File: src/core/xbus_consts.svh
// Constants for the repeater expansion bus port
// Overview of operation
// - Port has data and status two-way lines, grant and contention inputs, request output.
// - All chips run from one common clock.
// - Up to three chips share the lines without transceivers.
// - Repeated data on the data line is NRZ and clock synchronous.
// - Active chip drives status high while jamming after a collision.
// - While status is high, data high means collision on one port only.
// - Runt or fragment: one-port-left shown one bus cycle before request release.
// - Active-low request asserted while active and needing the shared lines.
// - Asserted contention input is treated as a multi-chip collision.
// - Transition cycle: grant on, contention off, lines undriven, chips keep jamming.
// - Afterwards the remaining requester drives as master with collision.
// - In reset active-low outputs high, active-high low, two-way pins undriven.
`ifndef XBUS_CONSTS_SVH
`define XBUS_CONSTS_SVH
`define XBUS_CLK_PERIOD_NS 20
`define XBUS_BUS_CYCLE_NS  100
`define XBUS_BUS_CYCLES    ((`XBUS_BUS_CYCLE_NS + `XBUS_CLK_PERIOD_NS - 1) / `XBUS_CLK_PERIOD_NS)
`define XBUS_CNT_W         3
`endif

File: src/core/xbus_pkg.sv
// Types for the repeater expansion bus port
package xbus_pkg;
   typedef enum logic [4:0] {
      ST_IDLE   = 5'b00001,
      ST_DRIVE  = 5'b00010,
      ST_FRAG   = 5'b00100,
      ST_CONTEND = 5'b01000,
      ST_TRANS  = 5'b10000
   } xstate_e;
endpackage

File: src/core/xbus_tick_if.sv
// Bus cycle tick shared between the expansion port and its timer
`timescale 1ns/1ps
`default_nettype none
interface xbus_tick_if;
   logic restart;
   logic tick;
   modport timer (input restart, output tick);
   modport user  (output restart, input tick);
endinterface
`default_nettype wire

File: src/core/xbus_port.sv
// Repeater expansion port: request, arbitration response and line driving
`timescale 1ns/1ps
`default_nettype none
`include "xbus_consts.svh"
module xbus_port (
   input  wire logic CLOCK,
   input  wire logic SYS_RST,
   input  wire logic ACTIVE,
   input  wire logic RUNT,
   input  wire logic REPEAT_DATA,
   input  wire logic LOCAL_COLLISION,
   input  wire logic ONE_PORT_COLLISION,
   input  wire logic EXPANSION_DATA_LINE_IN,
   output logic      EXPANSION_DATA_LINE_OUT,
   output logic      EXPANSION_DATA_LINE_OE,
   input  wire logic JAM_STATUS_IN,
   output logic      JAM_STATUS_OUT,
   output logic      JAM_STATUS_OE,
   input  wire logic GRANT_N,
   input  wire logic MULTI_REQ_N,
   output logic      REQUEST_N,
   output logic      COLLISION,
   output logic      SLAVE_DATA,
   output logic      SLAVE_JAM,
   output logic      SLAVE_ONE_PORT
);
   import xbus_pkg::*;

   xstate_e state;
   xstate_e next_state;
   logic    drive;
   logic    grant;
   logic    multi;
   logic    jam_hold;
   xbus_tick_if tk();

   // Port of five lines; all chips share CLOCK
   assign grant = !GRANT_N;
   assign multi = !MULTI_REQ_N;
   // Restart also on fragment and transition entry, so each lasts exactly one bus cycle
   assign tk.restart = ((state == ST_IDLE) && ACTIVE)
                    || ((state == ST_DRIVE) && !multi && RUNT)
                    || ((state == ST_CONTEND) && ACTIVE && grant && !multi);

   xbus_tick #(.CYCLES(`XBUS_BUS_CYCLES)) u_tick (
      .clk (CLOCK),
      .rst (SYS_RST),
      .tk  (tk)
   );

   always_comb
   begin
      next_state = state;
      unique case (state)
         ST_IDLE:
            if (ACTIVE)
               next_state = ST_DRIVE;
         ST_DRIVE:
            if (multi)
               next_state = ST_CONTEND;
            else if (RUNT)
               next_state = ST_FRAG;
            else if (!ACTIVE)
               next_state = ST_IDLE;
         ST_FRAG:
            if (tk.tick)
               next_state = ST_IDLE;
         ST_CONTEND:
            if (!ACTIVE)
               next_state = ST_IDLE;
            else if (grant && !multi)
               next_state = ST_TRANS;
         ST_TRANS:
            if (tk.tick)
               next_state = ACTIVE ? ST_DRIVE : ST_IDLE;
         default:
            next_state = ST_IDLE;
      endcase
   end

   always_ff @(posedge CLOCK)
   begin
      if (SYS_RST)
         state <= ST_IDLE;
      else
         state <= next_state;
   end

   // Collision from contention persists until the request drops
   always_ff @(posedge CLOCK)
   begin
      if (SYS_RST || state == ST_IDLE)
         jam_hold <= 1'b0;
      else if (multi)
         jam_hold <= 1'b1;
   end

   // Drive only when sole granted owner; lines float otherwise, so
   // three chips may share them directly
   assign drive = grant && !multi && (state == ST_DRIVE || state == ST_FRAG);

   always_ff @(posedge CLOCK)
   begin
      if (SYS_RST)
      begin
         EXPANSION_DATA_LINE_OE <= 1'b0;
         JAM_STATUS_OE <= 1'b0;
         EXPANSION_DATA_LINE_OUT <= 1'b0;
         JAM_STATUS_OUT <= 1'b0;
      end
      else
      begin
         EXPANSION_DATA_LINE_OE <= drive;
         JAM_STATUS_OE <= drive;
         if (state == ST_FRAG)
         begin
            JAM_STATUS_OUT <= 1'b1;
            EXPANSION_DATA_LINE_OUT <= 1'b1;
         end
         else if (LOCAL_COLLISION || jam_hold)
         begin
            JAM_STATUS_OUT <= 1'b1;
            EXPANSION_DATA_LINE_OUT <= ONE_PORT_COLLISION && !jam_hold;
         end
         else
         begin
            JAM_STATUS_OUT <= 1'b0;
            EXPANSION_DATA_LINE_OUT <= REPEAT_DATA;
         end
      end
   end

   always_ff @(posedge CLOCK)
   begin
      if (SYS_RST)
         REQUEST_N <= 1'b1;
      else
         // Held through the last fragment cycle so the signalling fills a whole bus cycle
         REQUEST_N <= !((next_state != ST_IDLE) || (state == ST_FRAG));
   end

   always_ff @(posedge CLOCK)
   begin
      if (SYS_RST)
      begin
         COLLISION <= 1'b0;
         SLAVE_DATA <= 1'b0;
         SLAVE_JAM <= 1'b0;
         SLAVE_ONE_PORT <= 1'b0;
      end
      else
      begin
         COLLISION <= multi || jam_hold || state == ST_CONTEND || state == ST_TRANS;
         SLAVE_DATA <= EXPANSION_DATA_LINE_IN;
         SLAVE_JAM <= JAM_STATUS_IN;
         SLAVE_ONE_PORT <= JAM_STATUS_IN && EXPANSION_DATA_LINE_IN;
      end
   end

   req_reset_a: assert property (@(posedge CLOCK)
      SYS_RST |=> REQUEST_N && !EXPANSION_DATA_LINE_OE && !JAM_STATUS_OE)
      else $error("outputs not idle after reset");
   no_drive_multi_a: assert property (@(posedge CLOCK) disable iff (SYS_RST)
      multi |=> !EXPANSION_DATA_LINE_OE)
      else $error("driving during contention");
   contend_coll_a: assert property (@(posedge CLOCK) disable iff (SYS_RST)
      multi |=> COLLISION)
      else $error("contention not taken as collision");
   req_active_a: assert property (@(posedge CLOCK) disable iff (SYS_RST)
      (state == ST_IDLE && ACTIVE) |=> !REQUEST_N)
      else $error("request missing");
   frag_one_port_a: assert property (@(posedge CLOCK) disable iff (SYS_RST)
      (state == ST_FRAG) |=> JAM_STATUS_OUT && EXPANSION_DATA_LINE_OUT)
      else $error("fragment not signalled one-port-left");
   frag_len_a: assert property (@(posedge CLOCK) disable iff (SYS_RST)
      (state == ST_DRIVE && next_state == ST_FRAG) |=> !REQUEST_N [*6])
      else $error("fragment request released early");
   jam_status_a: assert property (@(posedge CLOCK) disable iff (SYS_RST)
      (LOCAL_COLLISION && state == ST_DRIVE) |=> JAM_STATUS_OUT)
      else $error("status not high on collision");
   trans_jam_a: assert property (@(posedge CLOCK) disable iff (SYS_RST)
      (state == ST_TRANS) |=> COLLISION)
      else $error("collision dropped in transition");

   cov_drive_c: cover property (@(posedge CLOCK) state == ST_DRIVE && drive);
   cov_frag_c: cover property (@(posedge CLOCK) state == ST_FRAG);
   cov_trans_c: cover property (@(posedge CLOCK) state == ST_TRANS ##1 state == ST_DRIVE);
endmodule
`default_nettype wire

File: src/core/xbus_tick.sv
// Bus cycle timer: pulses once per expansion bus cycle
`timescale 1ns/1ps
`default_nettype none
`include "xbus_consts.svh"
module xbus_tick #(
   parameter int CYCLES = `XBUS_BUS_CYCLES
) (
   input  wire logic   clk,
   input  wire logic   rst,
   xbus_tick_if.timer  tk
);
   logic [`XBUS_CNT_W-1:0] cnt;

   // Restart aligns bus cycles to the start of arbitration
   always_ff @(posedge clk)
   begin
      if (rst || tk.restart || cnt == `XBUS_CNT_W'(CYCLES - 1))
         cnt <= '0;
      else
         cnt <= cnt + 1'b1;
   end

   assign tk.tick = (cnt == `XBUS_CNT_W'(CYCLES - 1)) && !tk.restart;

   tick_period_a: assert property (@(posedge clk) disable iff (rst)
      tk.tick |=> !tk.tick [*4]) else $error("bus cycle tick too frequent");
endmodule
`default_nettype wire

File: config.mk
export PLATFORM = sky130hd
export DESIGN_NAME = xbus_port
export DESIGN_NICKNAME = d
export VERILOG_FILES = /design/src/core/xbus_pkg.sv /design/src/core/xbus_tick_if.sv /design/src/core/xbus_port.sv /design/src/core/xbus_tick.sv
export VERILOG_INCLUDE_DIRS = /design/src /design/src/core
export SDC_FILE = /design/constraint.sdc
export NUM_CORES = 1
export LEC_CHECK = 0
export BUFFER_PORTS_ARGS = -buffer_cell sky130_fd_sc_hd__buf_2
export CAP_MARGIN = 15
export CORE_MARGIN = 3
export CORE_UTILIZATION = 34
export CTS_CLUSTER_SIZE = 12
export DETAILED_ROUTE_END_ITERATION = 6
export PLACE_DENSITY = 0.51
export SLEW_MARGIN = 20
export SYNTH_ARGS = -nofsm -noshare
export SYNTH_HDL_FRONTEND = slang
export SYNTH_HIERARCHICAL = 1
export SYNTH_SLANG_ARGS = --single-unit
File: constraint.sdc
create_clock -name CLOCK -period 4 [get_ports CLOCK]
set_input_delay 0.6 -clock CLOCK [delete_from_list [all_inputs] [get_ports CLOCK]]
set_output_delay 0.6 -clock CLOCK [all_outputs]
set_load 0.05 [all_outputs]
After elaboration in Yosys (flattened, before gate mapping)
Cells that the tools add are included.
{ "totals": {"reg_bits": 17, "in_bits": 11, "out_inout_bits": 9, "wordCells": 60} }
{ "classes": {"add_sub_neg": 1, "n_eq_ne": 7, "mux": 14, "reduce_logical": 27} }
{ "op_table": {"columns": ["operator", "n"], "rows": [
  ["$mux W5", 8],
  ["$pmux W5 S5", 1],
  ["$logic_and A1 B1 Y1", 11],
  ["$logic_or A1 B1 Y1", 11],
  ["$eq A5 B1 Y1 const B", 1],
  ["$eq A5 B2 Y1 const B", 1],
  ["$eq A5 B3 Y1 const B", 1],
  ["$eq A5 B4 Y1 const B", 1],
  ["$eq A5 B5 Y1 const B", 1],
  ["$logic_not A1 Y1", 5],
  ["$ne A5 B1 Y1 const B", 1],
  ["$mux W1", 4],
  ["$add A3 B1 Y3 const B", 1],
  ["$eq A3 B3 Y1 const B", 1],
  ["$mux W2", 1]
]} }

Longest topological paths before layout
{ "logic_depth": {"word_depth": 12, "ltp_mapped": 10, "mapped_depth_nobuf": 9} }

Modules after synthesis
The synthesis kept the hierarchy.
{ "by_module_without_submodules": {"columns": ["module", "n_inst", "cells_per_inst", "area_per_inst_um2", "seq_area_each_um2"], "rows": [
  ["xbus_port", 1, 86, 738.2, 280.3],
  ["xbus_tick", 1, 15, 142.6, 60.1]
]} }

Worst setup path before layout
OpenSTA, ideal clock, no wires.
{ "synth_path": {"kind": "input port to flip-flop", "start": "input GRANT_N", "end": "register REQUEST_N", "setup_time_ns": 0.125, "arrival_ns": 1.676, "t_required_ns": 3.875, "setup_slack_ns": 2.199, "path_stages": 9, "cell_sequence": "nand2b_1 nor3_1 a21oi_1 o21ai_0 nor2_1 nor3b_1 o21ai_0 a31oi_1 a31oi_1"} }
{ "synth_between": {"elab_chain_len": 11, "elab_cells_between_ends": 15} }
{ "synth_rtl": {"columns": ["element", "line_no", "text"], "rows": [
  ["from (decl)", "xbus_port.sv:19", "input wire logic GRANT_N,"],
  ["$logic_not A1 Y1 *", "xbus_port.sv:38", "assign grant = !GRANT_N;"],
  ["$logic_and A1 B1 Y1 * (2 in series)", "xbus_port.sv:43", "|| ((state == ST_CONTEND) && ACTIVE && grant && !multi);"],
  ["$logic_or A1 B1 Y1 *", "xbus_port.sv:43", null],
  ["named net tk.restart", "xbus_tick_if.sv:5", "logic restart;"],
  ["$logic_not A1 Y1 *", "xbus_tick.sv:23", "assign tk.tick = (cnt == `XBUS_CNT_W'(CYCLES - 1)) && !tk.restart;"],
  ["$logic_and A1 B1 Y1 *", "xbus_tick.sv:23", null],
  ["named net tk.tick", "xbus_tick_if.sv:6", "logic tick;"],
  ["$mux W5, on equally long branches", "xbus_port.sv:74, xbus_port.sv:66", null],
  ["$pmux W5 S5 *", "xbus_port.sv:54", "unique case (state)"],
  ["$ne A5 B1 Y1 *", "xbus_port.sv:139", "REQUEST_N <= !((next_state != ST_IDLE) || (state == ST_FRAG));"],
  ["$logic_or A1 B1 Y1 *", "xbus_port.sv:139", null],
  ["$logic_not A1 Y1 *", "xbus_port.sv:139", null],
  ["to (signal assigned)", "xbus_port.sv:139", null],
  ["to (decl)", "xbus_port.sv:21", "output logic REQUEST_N,"]
]} }
The timed path passes the listed nets; every way through them passes the cells marked *.
A chain may end at the register's enable or synchronous reset.

Worst setup path in the final report
{ "layout_path": {"start": "register state[3]", "end": "register REQUEST_N"} }
{ "layout_between": {"elab_chain_len": 12, "elab_cells_between_ends": 27} }
{ "layout_rtl": {"columns": ["element", "line_no", "text"], "rows": [
  ["from (decl)", "xbus_port.sv:29", "xstate_e state;"],
  ["from (signal assigned)", "xbus_port.sv:86", "state <= next_state;"],
  ["$eq A5 B2 Y1 / $eq A5 B4 Y1 (equally long branches)", "xbus_port.sv:42, xbus_port.sv:43", null],
  ["$logic_and A1 B1 Y1, on equally long branches (2 in series)", "xbus_port.sv:42, xbus_port.sv:43", null],
  ["$logic_or A1 B1 Y1 / $logic_and A1 B1 Y1 (equally long branches)", "xbus_port.sv:42, xbus_port.sv:43", null],
  ["$logic_or A1 B1 Y1 *", "xbus_port.sv:43", null],
  ["named net tk.restart", "xbus_tick_if.sv:5", null],
  ["$logic_not A1 Y1 *", "xbus_tick.sv:23", null],
  ["$logic_and A1 B1 Y1 *", "xbus_tick.sv:23", null],
  ["named net tk.tick", "xbus_tick_if.sv:6", null],
  ["$mux W5, on equally long branches", "xbus_port.sv:74, xbus_port.sv:66", null],
  ["$pmux W5 S5 *", "xbus_port.sv:54", null],
  ["$ne A5 B1 Y1 *", "xbus_port.sv:139", null],
  ["$logic_or A1 B1 Y1 *", "xbus_port.sv:139", null],
  ["$logic_not A1 Y1 *", "xbus_port.sv:139", null]
]} }
Marks and branches as above.

==> tab_implementation.tex <==
\begin{tabular}{lr}
\hline
Metric & Value \\
\hline
\multicolumn{2}{l}{\textbf{Worst hold path}} \\
\quad End of the worst hold path & SLAVE\_ONE\_PORT \\
\quad Worst hold-check path type & input port to flop \\
\quad Startpoint of the worst hold path & EXPANSION\_DATA\_LINE\_IN \\
\quad Number of instances on the worst hold path & 2 \\
\multicolumn{2}{l}{\textbf{Setup path}} \\
\quad Highest fanout seen on the critical path & 11 \\
\quad Sort of element at the start of the critical path & flop \\
\quad Cell family with the largest share of critical-path delay & compound AO/OA/AOI/OAI gates \\
\quad Number of cells on the critical path & 9 \\
\quad Internal reg-to-reg setup slack & between 1.5 and 2 ns \\
\quad Chain of cells forming the critical path & inv\_1, nor3\_1, a21oi\_1, o21ai\_0, nor2\_1, nor3b\_1, o21ai\_0, a31oi\_1, a31oi\_1 \\
\quad Launch point of the worst reg-to-reg path & state[3] \\
\quad Worst setup EP type & flop \\
\quad Arrival time at the worst endpoint & 2.23 ns \\
\quad Total buffers and inverters traversed by the critical path & 1 \\
\quad Slowest stage cell on the critical path & dfxtp\_1 \\
\quad R2R Path End & REQUEST\_N \\
\quad Setup Crit Path Kind & flop to flop \\
\quad Required time of the critical path & 4.19 ns \\
\quad Crit-path max cell delay & just over 0.6 ns \\
\quad Worst reg-to-reg path cell count & 9 \\
\multicolumn{2}{l}{\textbf{Synth}} \\
\quad Flops \& latches, synth & 17 \\
\quad Synthesized area per cell & 8.72 um2 \\
\quad Post-synthesis sequential area ratio & about 39\% \\
\quad Number of enable-type register cells in the synthesized netlist & 0 \\
\quad Share of flip-flops with an asynchronous set or reset after synthesis & 0\% \\
\quad Cells after synthesis & around 100 \\
\quad Mapped Area & between 800 and 900 um2 \\
\quad Primary flip-flop cell chosen by synthesis mapping & dfxtp\_1 \\
\quad Count of unique library cells instantiated by Yosys & 36 \\
\quad Number of warnings issued by yosys & 6 \\
\quad Mapped Nets & between 100 and 150 \\
\multicolumn{2}{l}{\textbf{Global routing}} \\
\quad Routing usage on met1 & between 15 and 20\% \\
\quad Busiest layer in global routing & met2 \\
\quad GRT Residual Overflow & 0 \\
\quad Number of antenna violations at the first check in global routing & 0 \\
\quad Vias in the first global route & $\sim$700 \\
\quad Met2 routing resource usage after global routing & 19.7\% \\
\quad Largest net degree at the start of global routing & 15 \\
\quad Met3 Resource Use GR & about 4.1\% \\
\quad GRT Util Overall & 13.0\% \\
\quad Global-route wire length before repair & around 3300 um \\
\multicolumn{2}{l}{\textbf{Placement}} \\
\quad Placed Area & just under 1000 um2 \\
\quad Final Wtd Congestion & approximately 0.78 \\
\quad DPL Wire Length & roughly 1400 um \\
\quad Port bufs & 19 \\
\multicolumn{2}{l}{\textbf{Timing}} \\
\quad Worst Tran Pin Value & 0.561 ns \\
\quad Tcrit/Tclk final & between 50\% and 60\% \\
\quad Setup clock skew after layout & just over 0.008 ns \\
\quad Tmin final & about 2.0 ns \\
\quad Final Hold Viols & 0 \\
\quad Final Max Slew Viols & 0 \\
\quad Finish-stage setup viols & 0 \\
\quad RSZ-0062 raised after global routing & no \\
\quad Maximum clock frequency & between 0.4 and 0.5 GHz \\
\quad Setup tns final & 0 ns \\
\quad Max-Slew Margin vs Limit & a little over three fifths \\
\multicolumn{2}{l}{\textbf{Route}} \\
\quad Post-route antenna net violation count & 0 \\
\quad First-pass detailed-route iteration total & 4 \\
\quad DRT iter0 DRCs & 18 \\
\quad Total via count in the routed design & between 700 and 800 \\
\quad Routed WL & between 1500 and 2000 um \\
\quad Via/cell ratio & about 5.4 \\
\quad Wirelength per Cell & $\sim$13 um \\
\quad DRC violations left & 0 \\
\multicolumn{2}{l}{\textbf{Finish}} \\
\quad N\_diodes & 0 \\
\quad Proportion of layout cells with a drive suffix above 1 & roughly 25\% \\
\quad Area growth from synthesis to layout & 12.8\% \\
\quad Layout net count & about 130 \\
\quad Layout Cell Area excl Fill & $\sim$1000 um2 \\
\quad Filler cells & approximately 250 \\
\multicolumn{2}{l}{\textbf{Clock tree}} \\
\quad Bufs on Longest Clock Path & 2 \\
\quad Number of hold buffers added after CTS & 0 \\
\quad Number of CTS-inserted buffers & 3 \\
\quad Depth of the CTS H-tree & 1 \\
\quad Latest clock arrival within the worst-skew pair & 0.29 ns \\
\quad Clock slew seen by the registers of the worst setup and hold paths & 0.11 ns \\
\quad Clock root buffer & clkbuf\_4 \\
\quad CTS tree & yes \\
\quad Post-CTS sizing & 0 \\
\quad Sink Count & 17 \\
\quad Number of buffers inserted by post-CTS setup repair & 0 \\
\multicolumn{2}{l}{\textbf{Outcome}} \\
\quad Outcome & completed \\
\multicolumn{2}{l}{\textbf{Pwr}} \\
\quad Maximum resistive drop on vdd & approximately 0.23 mV \\
\quad Total leakage power & around 0.42 nW \\
\quad Power per unit of standard cell area & between 300 and 400 nW/um2 \\
\multicolumn{2}{l}{\textbf{Die}} \\
\quad Die area & approximately 3200 um2 \\
\quad Top-level I/O count & 20 \\
\quad Area inside the core boundary & between 2000 and 2500 um2 \\
\quad Chip Height & 56.9 um \\
\quad Die boundary width & 56.9 um \\
\quad Cell Rows & 17 \\
\quad Starting density of the core & between 30\% and 40\% \\
\multicolumn{2}{l}{\textbf{Job}} \\
\quad MaxCap Viol Count & 0 \\
\hline
\end{tabular}
final cells by class:
class / count / area, um2 / area share, %
clock inverter: 1 / 5.00 / 0.504
timing repair buffer: 19 / 95.1 / 9.57
inverter: 4 / 15.0 / 1.51
tap: 28 / 35.0 / 3.53
clock buffer: 3 / 22.5 / 2.27
sequential: 17 / 340 / 34.3
multi-input combinational: 73 / 480 / 48.4
flip-flops by register name, indices dropped and copies added (netlist names):
name / flops
u_tick/cnt: 3
COLLISION: 1
state: 5
JAM_STATUS_OE: 1
SLAVE_JAM: 1
REQUEST_N: 1
jam_hold: 1
SLAVE_ONE_PORT: 1
JAM_STATUS_OUT: 1
SLAVE_DATA: 1
EXPANSION_DATA_LINE_OUT: 1
cell usage in the layout, fill, tap and decap left out, types with 2 or more instances in the layout:
master and n:
and3_1 3, o21ai_0 3, nor2b_1 4, clkbuf_4 3
a31oi_1 3, o21a_1 3, buf_2 19, inv_1 4
nand2b_1 2, a21oi_1 4, nor3_1 2, nand2_1 5
a311oi_1 2, nand4b_1 2, dfxtp_1 17, nand4_1 2
and2b_2 2, ha_1 2, nor2_1 13, nand3_1 5
xor2_1 3
metal layers:
metal	vias to the layer above	share of wire (%)
li1	387	-
met1	364	47
met2	25	45
met3	2	6.8
met4	0	0.73
met5	-	0
logic make-up after synthesis:
kind of cell | count (synthesis) | share of synthesized area [%]
buffers and inverters | 11 | 6.82
xor gates and xnor gates | 3 | 2.98
DFF | 17 | 38.6
adders and majority gates | 2 | 2.84
and+or+nand+nor | 47 | 32.8
muxes | 1 | 1.14
AOI/OAI and AO/OA | 20 | 14.8
through the flow:
| stage | instances | utilization [%] | total power, mW | setup slack (ns) | hold slack (ns) |
|---|---|---|---|---|---|
| global route | 145 | 42.5 | 0.387 | 1.70 | 0.523 |
| finish | 145 | 42.5 | 0.368 | 1.96 | 0.517 |
| global placement | 141 | 41.3 | 0.276 | 1.98 | 0.524 |
| floorplan | 101 | - | 0.259 | 2.20 | 0.502 |
| CTS | 145 | 42.5 | 0.371 | 2.02 | 0.505 |
| detailed placement | 141 | 41.3 | 0.279 | 1.91 | 0.530 |
where the power goes:
| part | switching, mW | internal [mW] |
|---|---|---|
| logic | 0.0504 | 0.0285 |
| registers | 0.0148 | 0.181 |
| clock network | 0.0557 | 0.0372 |
| total | 0.121 | 0.247 |
worst max-delay path by stage:
stage	to	startpoint	slack, ns
after global placement	REQUEST_N	GRANT_N	1.98
final	REQUEST_N	state[3]	1.96
after floorplan	REQUEST_N	GRANT_N	2.20
after global routing	REQUEST_N	state[3]	1.70
after detailed placement	REQUEST_N	GRANT_N	1.91
after CTS	REQUEST_N	state[3]	2.02
synthesized netlist by cell type, types with 2 or more instances:
cell	number	area, um2
dfxtp_1	17	340
nor2b_1	4	25.0
buf_2	3	15.0
and2b_2	2	17.5
inv_1	4	15.0
a311oi_1	2	17.5
nand4_1	2	12.5
nand2_1	5	18.8
buf_4	2	15.0
a21oi_1	4	20.0
o21ai_0	3	15.0
a31oi_1	3	18.8
nor3_1	2	10.0
xor2_1	3	26.3
o21a_1	3	22.5
ha_1	2	25.0
and3_1	3	18.8
nor2_1	13	48.8
nand3_1	5	25.0
nand2b_1	2	12.5
nand4b_1	2	17.5
Power figures use the tool's default switching activity.
